File: config.mk
export PLATFORM = sky130hd
export DESIGN_NAME = acpu_core
export DESIGN_NICKNAME = d
export VERILOG_FILES = /design/src/verilog/acpu_core.v
export VERILOG_INCLUDE_DIRS = /design/src /design/src/verilog
export SDC_FILE = /design/constraint.sdc
export NUM_CORES = 1
export LEC_CHECK = 0
export ABC_AREA = 1
export BUFFER_PORTS_ARGS = -buffer_cell sky130_fd_sc_hd__buf_2
export CORE_MARGIN = 10
export CORE_UTILIZATION = 50
export CTS_CLUSTER_DIAMETER = 60
export DETAILED_ROUTE_END_ITERATION = 10
export PLACE_DENSITY = 0.67
export SYNTH_ARGS = -nofsm -noshare
export SYNTH_HDL_FRONTEND = slang
export SYNTH_SLANG_ARGS = --single-unit
File: constraint.sdc
create_clock -name mclk -period 8.3 [get_ports mclk]
set_input_delay 0.415 -clock mclk [delete_from_list [all_inputs] [get_ports mclk]]
set_output_delay 0.415 -clock mclk [all_outputs]
set_load 0.02 [all_outputs]
File: src/verilog/acpu_defines.vh
`ifndef ACPU_DEFINES_VH
`define ACPU_DEFINES_VH

// Word and address widths, interrupt level count
`define ACPU_WORD_W 16
`define ACPU_ADDR_W 15
`define ACPU_LEVELS 8

// Memory-reference operation codes
`define ACPU_OP_LOAD 3'h0
`define ACPU_OP_JUMP 3'h1
`define ACPU_OP_ADD 3'h2
`define ACPU_OP_JSAVE 3'h3
`define ACPU_OP_AND 3'h4
`define ACPU_OP_STORE 3'h5
`define ACPU_OP_IDX 3'h6
`define ACPU_OP_GROUP 3'h7

// Group keys: {first word bit, four sub-op bits}
`define ACPU_K_SHL 5'h00
`define ACPU_K_ROL 5'h10
`define ACPU_K_HALT 5'h09
`define ACPU_K_SKZ 5'h04
`define ACPU_K_SKNZ 5'h14
`define ACPU_K_SKBIT 5'h15
`define ACPU_K_SKNOV 5'h02
`define ACPU_K_CMPL 5'h03
`define ACPU_K_DOUT 5'h01
`define ACPU_K_DIN 5'h0c
`define ACPU_K_IRET 5'h0f
`define ACPU_K_MASK 5'h1e
`define ACPU_K_UNMASK 5'h0e

// Execution cycle counts
`define ACPU_CYC_ONE 3'h1
`define ACPU_CYC_ADD 3'h2
`define ACPU_CYC_AND 3'h2
`define ACPU_CYC_STORE 3'h2
`define ACPU_CYC_JSAVE 3'h3
`define ACPU_CYC_IDX 3'h3
`define ACPU_CYC_IRET 3'h4

// Clocks in_strobe is held, after its first, before the bus word is taken
`define ACPU_IN_WAIT 3'h4

// Start address and interrupt vector base
`define ACPU_RST_PC 15'h0000
`define ACPU_VEC_BASE 15'h0010

`endif

File: src/verilog/acpu_core.v
// Overview of operation
// - Bit0 indirect, bits1-3 opcode, 12-bit address
// - Two extra cycles per indirect level
// - load_word loads accumulator, pc plus one
// - jump goes to address, accumulator kept
// - jump_save stores return, jumps plus one, clears
// - Add sets overflow, held until next setter
// - AND accumulator with memory operand
// - store_acc writes accumulator to memory
// - index_skip_zero increments, writes back, skips zero
// - shift_left by n, zero fill
// - rotate_left by n, top bit wraps
// - halt_op stops; run resumes, step advances
// - Skip on accumulator zero or nonzero
// - Skip when selected bit set, bit0 MSB
// - Skip when overflow clear
// - complement_acc negates accumulator
// - data_out_op drives bus, address, function, strobe
// - Broadcast, in_strobe, load word, release strobe
// - interrupt_return restores level state, four cycles
// - mask_ints holds interrupts until unmasked
// - unmask_ints lets held requests be taken
`include "acpu_defines.vh"

module acpu_core (
   // Clock and reset
   input wire mclk,
   input wire sys_rst,
   // Program memory
   output reg [14:0] mem_addr,
   output reg mem_rd,
   output reg mem_wr,
   output reg [15:0] mem_wdata,
   input wire [15:0] mem_rdata,
   // Direct I/O bus
   output reg [3:0] io_dev,
   output reg [3:0] io_func,
   output reg [15:0] io_data_out,
   output reg io_data_oe,
   input wire [15:0] io_data_in,
   output reg out_strobe,
   output reg in_strobe,
   // Operator controls and interrupt requests
   input wire run_btn,
   input wire step_btn,
   input wire [7:0] int_req,
   // Status
   output reg halted,
   output reg ints_masked
);

   // One-hot sequencer states
   localparam S_FETCH = 8'h01;
   localparam S_FWAIT = 8'h02;
   localparam S_DEC = 8'h04;
   localparam S_IWAIT = 8'h08;
   localparam S_IND = 8'h10;
   localparam S_OWAIT = 8'h20;
   localparam S_EXEC = 8'h40;
   localparam S_HALT = 8'h80;

   reg [7:0] state; // Sequencer state
   reg [14:0] pc; // Program counter
   reg [15:0] acc; // Accumulator
   reg ovf; // Overflow indicator
   reg [15:0] ir; // Current instruction
   reg [14:0] ea; // Effective address
   reg [15:0] opnd; // Latched operand or result
   reg [2:0] step; // Execution cycle index
   reg [2:0] ncyc; // Execution cycles of this instruction
   reg [2:0] wait_cnt; // in_strobe hold counter
   reg run_mode; // Free running versus single step
   reg [7:0] active; // Levels in service
   reg [7:0] pending; // Held interrupt requests

   // Per-level save areas, flip-flops indexed by level
   reg [14:0] sv_pc [0:7];
   reg [15:0] sv_acc [0:7];
   reg [7:0] sv_ovf;

   // Synchronisers for pins from outside
   reg [15:0] din_s1, din_s2;
   reg run_s1, run_s2, run_d;
   reg step_s1, step_s2, step_d;
   reg [7:0] irq_s1, irq_s2, irq_d;

   // Instruction fields, doc bit k sits at ir[15-k]
   wire [2:0] ir_op = ir[14:12];
   wire [4:0] ir_key = {ir[15], ir[11:8]};
   wire [3:0] ir_n = ir[3:0];
   wire [2:0] ir_lvl = ir[4:2];
   wire [2:0] dec_op = mem_rdata[14:12];

   // Derived results
   wire [31:0] rot_w = {acc, acc} << ir_n;
   wire [15:0] sum = acc + opnd;
   wire add_ovf = (acc[15] == opnd[15]) && (sum[15] != acc[15]);
   wire bit_sel = acc[4'hf - ir_n];
   wire [14:0] pc_inc = pc + 15'h0001;
   wire [14:0] pc_skip = pc + 15'h0002;

   // Button edges and interrupt request edges
   wire run_rise = run_s2 && !run_d;
   wire step_rise = step_s2 && !step_d;
   wire [7:0] irq_rise = irq_s2 & ~irq_d;

   // Lowest pending level wins; nesting is not supported
   reg [2:0] take_lvl;
   reg take_any;
   integer i;
   always @* begin
      take_lvl = 3'h0;
      take_any = 1'b0;
      for (i = 7; i >= 0; i = i - 1) begin
         if (pending[i]) begin
            take_lvl = i[2:0];
            take_any = 1'b1;
         end
      end
   end

   // Service only between instructions, unmasked, nothing active
   wire take_now = (state == S_FETCH) && take_any && !ints_masked &&
      (active == 8'h00);

   // Two-stage synchronisers; second stage feeds all logic
   always @(posedge mclk) begin
      if (sys_rst) begin
         din_s1 <= 16'h0000;
         din_s2 <= 16'h0000;
         run_s1 <= 1'b0;
         run_s2 <= 1'b0;
         run_d <= 1'b0;
         step_s1 <= 1'b0;
         step_s2 <= 1'b0;
         step_d <= 1'b0;
         irq_s1 <= 8'h00;
         irq_s2 <= 8'h00;
         irq_d <= 8'h00;
      end else begin
         din_s1 <= io_data_in;
         din_s2 <= din_s1;
         run_s1 <= run_btn;
         run_s2 <= run_s1;
         run_d <= run_s2;
         step_s1 <= step_btn;
         step_s2 <= step_s1;
         step_d <= step_s2;
         irq_s1 <= int_req;
         irq_s2 <= irq_s1;
         irq_d <= irq_s2;
      end
   end

   // Pending requests; a new edge wins over the clear on service
   always @(posedge mclk) begin
      if (sys_rst) begin
         pending <= 8'h00;
      end else if (take_now) begin
         pending <= (pending & ~(8'h01 << take_lvl)) | irq_rise;
      end else begin
         pending <= pending | irq_rise;
      end
   end

   // Save areas written on service; no reset needed for data
   always @(posedge mclk) begin
      if (take_now) begin
         sv_pc[take_lvl] <= pc;
         sv_acc[take_lvl] <= acc;
         sv_ovf[take_lvl] <= ovf;
      end
   end

   // Main sequencer
   always @(posedge mclk) begin
      if (sys_rst) begin
         state <= S_FETCH;
         pc <= `ACPU_RST_PC;
         acc <= 16'h0000;
         ovf <= 1'b0;
         ir <= 16'h0000;
         ea <= 15'h0000;
         opnd <= 16'h0000;
         step <= 3'h0;
         ncyc <= 3'h1;
         wait_cnt <= 3'h0;
         run_mode <= 1'b1;
         active <= 8'h00;
         mem_addr <= 15'h0000;
         mem_rd <= 1'b0;
         mem_wr <= 1'b0;
         mem_wdata <= 16'h0000;
         io_dev <= 4'h0;
         io_func <= 4'h0;
         io_data_out <= 16'h0000;
         io_data_oe <= 1'b0;
         out_strobe <= 1'b0;
         in_strobe <= 1'b0;
         halted <= 1'b0;
         ints_masked <= 1'b0;
      end else begin
         case (state)
            // Issue instruction read, or divert to an interrupt vector
            S_FETCH: begin
               out_strobe <= 1'b0;
               io_data_oe <= 1'b0;
               halted <= 1'b0;
               mem_rd <= 1'b1;
               if (take_now) begin
                  active <= 8'h01 << take_lvl;
                  pc <= `ACPU_VEC_BASE + {12'h000, take_lvl};
                  mem_addr <= `ACPU_VEC_BASE + {12'h000, take_lvl};
               end else begin
                  mem_addr <= pc;
               end
               state <= S_FWAIT;
            end
            // Memory samples the read
            S_FWAIT: begin
               mem_rd <= 1'b0;
               state <= S_DEC;
            end
            // Instruction word arrives
            S_DEC: begin
               ir <= mem_rdata;
               step <= 3'h0;
               ea <= {3'h0, mem_rdata[11:0]};
               mem_addr <= {3'h0, mem_rdata[11:0]};
               if (dec_op == `ACPU_OP_GROUP) begin
                  ncyc <= (mem_rdata[15:8] == 8'h7f) ? `ACPU_CYC_IRET :
                     `ACPU_CYC_ONE;
                  state <= S_EXEC;
               end else begin
                  // Reads for indirection and for operand fetches
                  mem_rd <= mem_rdata[15] ||
                     (dec_op == `ACPU_OP_LOAD) || (dec_op == `ACPU_OP_ADD) ||
                     (dec_op == `ACPU_OP_AND) || (dec_op == `ACPU_OP_IDX);
                  case (dec_op)
                     `ACPU_OP_ADD: ncyc <= `ACPU_CYC_ADD;
                     `ACPU_OP_AND: ncyc <= `ACPU_CYC_AND;
                     `ACPU_OP_STORE: ncyc <= `ACPU_CYC_STORE;
                     `ACPU_OP_JSAVE: ncyc <= `ACPU_CYC_JSAVE;
                     `ACPU_OP_IDX: ncyc <= `ACPU_CYC_IDX;
                     default: ncyc <= `ACPU_CYC_ONE;
                  endcase
                  state <= mem_rdata[15] ? S_IWAIT : S_OWAIT;
               end
            end
            // Pointer read in flight
            S_IWAIT: begin
               mem_rd <= 1'b0;
               state <= S_IND;
            end
            // One pass per indirect level followed
            S_IND: begin
               ea <= mem_rdata[14:0];
               mem_addr <= mem_rdata[14:0];
               mem_rd <= mem_rdata[15] || (ir_op == `ACPU_OP_LOAD) ||
                  (ir_op == `ACPU_OP_ADD) || (ir_op == `ACPU_OP_AND) ||
                  (ir_op == `ACPU_OP_IDX);
               state <= mem_rdata[15] ? S_IWAIT : S_OWAIT;
            end
            // Operand read in flight
            S_OWAIT: begin
               mem_rd <= 1'b0;
               state <= S_EXEC;
            end
            // Execute; step counts the cycles of the instruction
            S_EXEC: begin
               step <= step + 3'h1;
               if (step == ncyc - 3'h1) begin
                  state <= run_mode ? S_FETCH : S_HALT;
                  pc <= pc_inc;
               end
               if (ir_op != `ACPU_OP_GROUP) begin
                  case (ir_op)
                     `ACPU_OP_LOAD: begin
                        acc <= mem_rdata;
                     end
                     `ACPU_OP_JUMP: begin
                        pc <= ea;
                     end
                     `ACPU_OP_ADD: begin
                        if (step == 3'h0) begin
                           opnd <= mem_rdata;
                        end else begin
                           acc <= sum;
                           ovf <= add_ovf;
                        end
                     end
                     `ACPU_OP_AND: begin
                        if (step == 3'h0) begin
                           opnd <= mem_rdata;
                        end else begin
                           acc <= acc & opnd;
                        end
                     end
                     `ACPU_OP_STORE: begin
                        mem_wdata <= acc;
                        mem_wr <= (step == 3'h0);
                     end
                     `ACPU_OP_JSAVE: begin
                        // Return address written, then jump past it
                        mem_wdata <= {1'b0, pc_inc};
                        mem_wr <= (step == 3'h0);
                        if (step == 3'h2) begin
                           pc <= ea + 15'h0001;
                           acc <= 16'h0000;
                        end
                     end
                     default: begin
                        // Index: read, increment, write back, test
                        if (step == 3'h0) begin
                           opnd <= mem_rdata + 16'h0001;
                           ovf <= (mem_rdata == 16'hffff);
                        end
                        mem_wdata <= opnd;
                        mem_wr <= (step == 3'h1);
                        if (step == 3'h2) begin
                           acc <= opnd;
                           if (opnd == 16'h0000) begin
                              pc <= pc_skip;
                           end
                        end
                     end
                  endcase
               end else begin
                  case (ir_key)
                     `ACPU_K_SHL: acc <= acc << ir_n;
                     `ACPU_K_ROL: acc <= rot_w[31:16];
                     `ACPU_K_HALT: state <= S_HALT;
                     `ACPU_K_SKZ: begin
                        if (acc == 16'h0000) begin
                           pc <= pc_skip;
                        end
                     end
                     `ACPU_K_SKNZ: begin
                        if (acc != 16'h0000) begin
                           pc <= pc_skip;
                        end
                     end
                     `ACPU_K_SKBIT: begin
                        if (bit_sel) begin
                           pc <= pc_skip;
                        end
                     end
                     `ACPU_K_SKNOV: begin
                        if (!ovf) begin
                           pc <= pc_skip;
                        end
                     end
                     `ACPU_K_CMPL: acc <= ~acc + 16'h0001;
                     `ACPU_K_DOUT: begin
                        // Word, address and function move together
                        io_data_out <= acc;
                        io_data_oe <= 1'b1;
                        io_dev <= ir[7:4];
                        io_func <= ir[3:0];
                        out_strobe <= 1'b1;
                     end
                     `ACPU_K_DIN: begin
                        // Hold the step until the synced word settles
                        io_dev <= ir[7:4];
                        io_func <= ir[3:0];
                        if (!in_strobe) begin
                           in_strobe <= 1'b1;
                           wait_cnt <= 3'h0;
                           step <= step;
                           state <= S_EXEC;
                           pc <= pc;
                        end else if (wait_cnt != `ACPU_IN_WAIT) begin
                           wait_cnt <= wait_cnt + 3'h1;
                           step <= step;
                           state <= S_EXEC;
                           pc <= pc;
                        end else begin
                           acc <= din_s2;
                           in_strobe <= 1'b0;
                        end
                     end
                     `ACPU_K_IRET: begin
                        if (step == 3'h3) begin
                           pc <= sv_pc[ir_lvl];
                           acc <= sv_acc[ir_lvl];
                           ovf <= sv_ovf[ir_lvl];
                           active[ir_lvl] <= 1'b0;
                        end
                     end
                     `ACPU_K_MASK: ints_masked <= 1'b1;
                     `ACPU_K_UNMASK: ints_masked <= 1'b0;
                     default: begin
                        // Unknown group code acts as a no-op
                     end
                  endcase
               end
            end
            // Stopped; run resumes, step runs one instruction
            S_HALT: begin
               halted <= 1'b1;
               out_strobe <= 1'b0;
               io_data_oe <= 1'b0;
               mem_wr <= 1'b0;
               if (run_rise) begin
                  run_mode <= 1'b1;
                  state <= S_FETCH;
               end else if (step_rise) begin
                  run_mode <= 1'b0;
                  state <= S_FETCH;
               end
            end
            default: begin
               state <= S_FETCH;
            end
         endcase
      end
   end

endmodule

# --- After elaboration in Yosys (flattened, before gate mapping) ---
# Memories as Yosys holds them, arrays and structs flattened. A register that Yosys moved wholly into a read port is not among the register bits.
# Index checks and enable logic that the tools add are counted.
classes:
  n_addsub: 11
  multipliers: 0
  div_mod_pow: 0
  magnitude_cmp: 5
  eq_ne: 64
  shifts: 3
  muxes: 110
  n_bitwise: 13
  n_reduce_logical: 68
op_table:
  columns: ["cell", "n"]
  rows:
  - ["$mux W15", 13]
  - ["$mux W16", 10]
  - ["$pmux W16 S5", 2]
  - ["$mux W8", 12]
  - ["$pmux W15 S3", 2]
  - ["$pmux W15 S6", 1]
  - ["$pmux W8 S8", 1]
  - ["$mux W3", 20]
  - ["$pmux W15 S2", 2]
  - ["$pmux W16 S3", 1]
  - ["$add A16 B1 Y16 const B", 2]
  - ["$logic_not A16 Y1", 2]
  - ["$pmux W16 S2", 1]
  - ["$pmux W8 S2", 2]
  - ["$shl A32 B4 Y32", 1]
  - ["$add A15 B1 Y15 const B", 2]
  - ["$mux W1", 27]
  - ["$ne A3 B3 Y1 const B", 9]
  - ["$reduce_and A3 Y1", 9]
  - ["$and A8 B8 Y8", 3]
  - ["$not A8 Y8", 3]
  - ["$eq A3 B3 Y1 const B", 7]
  - ["$eq A5 B4 Y1 const B", 4]
  - ["$eq A5 B5 Y1 const B", 4]
  - ["other kinds (67)", 134]
totals:
  register_bits: 244
  latch_bits: 0
  ramBits: 248
  romBits: 0
  inputBits: 44
  out_inout_bits: 62
  wordCells: 312
  memories: 2
memory_table:
  columns: ["memory", "depth", "word_bits", "read_ports", "rd_ports_with_merged_regs", "wr", "line", "source"]
  rows:
  - ["sv_acc", 8, 16, 1, 1, 1, "acpu_core.v:78", "reg [15:0] sv_acc [0:7];"]
  - ["sv_pc", 8, 15, 1, 1, 1, "acpu_core.v:77", "reg [14:0] sv_pc [0:7];"]

# --- Longest topological paths before layout ---
logic_depth:
  word_depth: 13
  mapped_depth: 17
  ltp_nobuf: 17

# --- Least setup slack after synthesis ---
# Ideal clock, no wire load.
synth_path:
  kind: "flip-flop to flip-flop"
  startpoint: "register state[4]"
  endpoint: "memory sv_acc[6][0], enable pin"
  setup_time_ns: 0.424
  arrival_ns: 2.695
  required_time_ns: 7.876
  setup_slack_ns: 5.180
  path_stages_with_launch: 10
  n_path_buf: 0
  period_less_slack_ns: 3.120
  path_cell_list: "dfxtp_1 nor2_2 nand2_1 inv_2 nand3_2 nor2_2 inv_1 nor2_1 inv_2 nor2_1"
synth_via:
  elab_chain_cells: 6
synth_rtl:
  columns: ["element", "line", "source"]
  rows:
  - ["start, declared", "acpu_core.v:62", "reg [7:0] state;"]
  - ["start signal, assigned", "acpu_core.v:247", "state <= mem_rdata[15] ? S_IWAIT : S_OWAIT;"]
  - ["start signal, assigned", "acpu_core.v:262", "state <= mem_rdata[15] ? S_IWAIT : S_OWAIT;"]
  - ["start signal, assigned", "acpu_core.v:273", "state <= run_mode ? S_FETCH : S_HALT;"]
  - ["$eq A8 B1 Y1", "acpu_core.v:123", "wire take_now = (state == S_FETCH) && take_any && !ints_masked &&"]
  - ["$logic_and A1 B1 Y1 (3 in series)", "acpu_core.v:123", null]
  - ["$mux W1", "acpu_core.v:168", "if (take_now) begin"]
  - ["$mux W1 (implied by the code)", "acpu_core.v:170", "sv_acc[take_lvl] <= acc;"]
  - ["end, declared", "acpu_core.v:78", null]
# Every way passes these cells.

# --- Final worst setup path ---
layout_path:
  startpoint: "register state[6]"
  endpoint: "register mem_addr[0]"
layout_via:
  elab_chain_cells: 6
  word_cells_on_any_way: 9
  classes_between: "3 x eq/ne; 2 x mux; 4 x reduce/logical"
layout_rtl:
  columns: ["element", "line", "source"]
  rows:
  - ["$eq A8 B1 Y1", "acpu_core.v:123, acpu_core.v:203", null]
  - ["$logic_and A1 B1 Y1 (3 in series)", "acpu_core.v:123", null]
  - ["$mux W15", null, null]
  - ["$pmux W15 S3", "acpu_core.v:203", "case (state)"]
  - ["end signal, assigned", "acpu_core.v:213", "mem_addr <= `ACPU_VEC_BASE + {12'h000, take_lvl};"]
  - ["end signal, assigned", "acpu_core.v:215", "mem_addr <= pc;"]
  - ["end signal, assigned", "acpu_core.v:229", "mem_addr <= {3'h0, mem_rdata[11:0]};"]
  - ["end, declared", "acpu_core.v:30", "output reg [14:0] mem_addr,"]
# Several ways; a longest one is shown, not always the timed one.
# A chain may end at the register's enable or synchronous reset.

==> flow_summary.yaml <==
yosys:
  synth_top_cell_area_share_pct: 31.1
  synth-main-ff-cell: "edfxtp_1"
  ys_seq_elements: 495
  ys_types: 60
  synth.top_cells.by_area: "edfxtp_1, dfxtp_1, nand2_1"
  synth-edff-count: 256
  ys_warn_count: 0
  yosysSeqAreaShare_pct: 50.5
  async_reset_ff_share_pct: 0
  syn_nets: 3122
  syn_inst: 3048
  synth_area_per_cell_sq_um: 8.10
  synth.largest_area_cell: "edfxtp_1"
  syn_area_sq_mm: 0.0247
clocking:
  clk_pin_slew_ns: 0.06
  cts_buffers: 53
  clockBufferDepth: 3
  post-cts-setup-buffers: 0
  cts_tree: "built"
  root_buffer: "clkbuf_16"
  cts_sinks: 495
  clk_latency_ns: 0.61
  hold_buffers: 21
  htree_levels: 2
  cts_resized: 0
detailed_routing:
  postRouteAntennaNets: 0
  drt_iter0_markers: 2762
  drtPass1Iterations: 7
  wire_per_inst_um: 22.5
  remaining_drc_errors: 0
  num_vias: 22724
  wl_um: 85700
  via_per_inst: 5.96
timing:
  rsz0062_at_grt: "no"
  fin_crit_sh_pct: 43.2
  fmax_mhz: 279
  hold-worst-slack_ns: 0.0223
  fin_setup_tns_ns: 0
  finClkSkew_ns: 0.0167
  slew_viol_final: 0
  finalSetupViolCount: 0
  tightest_slew_ns: 1.10
  slew_headroom_pct: 26.6
  hold_viol: 0
  post-route-min-period_ns: 3.58
floorplanning:
  die_h_um: 242
  core_sq_mm: 0.0488
  rows: 81
  dieArea_sq_mm: 0.0587
  die_w_um: 242
  initial_core_util_pct: 50.5
  io_pins: 106
grt:
  track_usage_pct: 28.2
  antenna_found_initial: 0
  grt_overflow: 0
  grt_pass1_wl_um: 130000
  grt_max_degree: 105
  grt_pass1_vias: 21238
min_path:
  hold_end: "din_s1[14]"
  hold_depth: 3
  hold_path.startpoint: "io_data_in[14]"
  hold_class: "input port to register"
place:
  io_buffers: 105
  place_congestion: 0.996
  detailed_place_hpwl_um: 59000
critical_path:
  required_ns: 8.77
  rrSetupSlack_ns: 4.72
  worstSetupStartpointType: "register"
  cp_max_fo: 33
  reg2reg_depth: 9
  cp.arrival_ns: 4.05
  reg2reg_to: "mem_addr[0]"
  r2r-start: "state[6]"
  crit_type: "register to register"
  end_kind: "register"
run_status:
  status: "completed"
layout:
  n_antenna_cell: 0
  multi_input_area_sq_mm: 0.0105
  regArea_sq_mm: 0.0125
  final_nets: 3177
  area.growth.synth_to_final_pct: 12.4
  fill_cells: 4537
  layout-drive-gt1-share_pct: 9.54
pwr:
  ir_drop_v: 0.000180
  p_leak_uw: 0.0112
  power.density_mw_per_mm2: 220
flow_run:
  maxCapViolCount: 0
logic make-up (layout without fill, tap and decap cells):
group | count (synthesis) | in the layout | synth area share, %
flops | 495 | 495 | 50.5
compound gates | 716 | 716 | 16.5
buf+inv | 460 | 558 | 7.30
xor+xnor | 37 | 37 | 1.31
fa+ha+maj | 30 | 30 | 1.55
mux | 3 | 3 | 0.122
simple gates | 1307 | 1307 | 22.7
worst max path at each step:
stage              from            to  cells past startpoint
2_1_floorplan  state[4]  sv_acc[6][0]                      9
3_3_place_gp    step[0]     active[2]                     11
3_5_place_dp   state[6]   mem_addr[0]                      9
4_1_cts        state[6]   mem_addr[0]                      9
5_1_grt        state[6]   mem_addr[1]                      9
6_report       state[6]   mem_addr[0]                      9
synthesized netlist by cell type, drive strengths merged (20+ instances only):
| library cell | count |
|---|---|
| nand2 | 593 |
| nor2 | 392 |
| o21ai | 321 |
| inv | 310 |
| edfxtp | 256 |
| dfxtp | 239 |
| a21oi | 227 |
| nand3 | 222 |
| clkbuf | 93 |
| buf | 53 |
| o221ai | 42 |
| nor3 | 38 |
| nand4 | 37 |
| xor2 | 33 |
| ha | 29 |
| o211ai | 20 |
placed cells by master, fill, tap and decap left out, types with 7 or more instances in the layout:
master / netlist / layout
a211oi_1: 14 / 14
nand4_1: 32 / 32
nor2_2: 12 / 13
o21ai_0: 315 / 315
o221ai_1: 42 / 42
nor3_1: 34 / 34
inv_1: 291 / 290
nor2_1: 371 / 362
clkinv_2: 0 / 8
a21oi_1: 227 / 227
clkinv_1: 4 / 8
a221oi_1: 14 / 14
dlygate4sd3_1: 0 / 21
nand2_1: 589 / 589
o32ai_1: 7 / 7
o211a_1: 7 / 7
buf_4: 4 / 21
inv_2: 19 / 19
a31oi_1: 15 / 15
buf_2: 34 / 104
bufinv_16: 0 / 9
o22ai_1: 19 / 19
dfxtp_1: 239 / 237
ha_1: 29 / 29
or2_2: 10 / 10
xor2_1: 33 / 33
nand3_1: 217 / 217
edfxtp_1: 256 / 256
clkinv_4: 0 / 7
clkbuf_16: 0 / 55
nor2_4: 9 / 17
o211ai_1: 20 / 20
per-layer routing:
layer / part of all wire (%) / up-vias / GRT usage [%]
met5: 0 / - / 0
met2: 45 / 1170 / 44.2
met3: 9.1 / 179 / 4.33
met4: 3.2 / 0 / 9.41
met1: 43 / 10861 / 39.1
li1: - / 10514 / -
where the power goes:
group	switching, uW	internal (uW)
clock	1040	1530
combinational	496	188
sequential	124	2720
total	1660	4430
stage by stage:
stage                     setup slack (ns)  utilization (%)  power [uW]  cells  area (sq um)
after floorplan                       5.18                -        3260   3048         24700
after global placement                4.88             52.5        3540   3691         25600
after detailed placement              4.83             52.5        3540   3691         25600
after CTS                             4.78             56.8        6090   3810         27800
after global routing                  4.42             56.8        6290   3810         27800
final                                 4.72             56.8        6090   3810         27800
cell type report:
cell class                 count  area share (%)
sequential                   495            44.9
multi-input combinational   2093            37.7
clock buffer                  61            5.15
inverter                     314            4.25
timing repair buffer         146            3.20
tap                          664            2.99
clock inverter                37            1.73
flip-flops by register name, indices dropped and copies added, names as in the netlist, 16 cells and up, named ones only:
register and count:
ir 16, sv_pc 120, mem_wdata 16, sv_acc 128
io_data_out 16, din_s1 16, opnd 16, din_s2 16
acc 16
critical path, cell delays in order (launching register included):
cell	delay, ns
dfxtp_1	0.42
nor2_1	0.09
nand2_1	0.13
inv_2	0.06
nand2_1	0.79
inv_2	0.28
nor2_4	0.62
nand2_1	0.61
o21ai_0	0.34
a31oi_1	0.07
(Power assumes the default switching activity.)
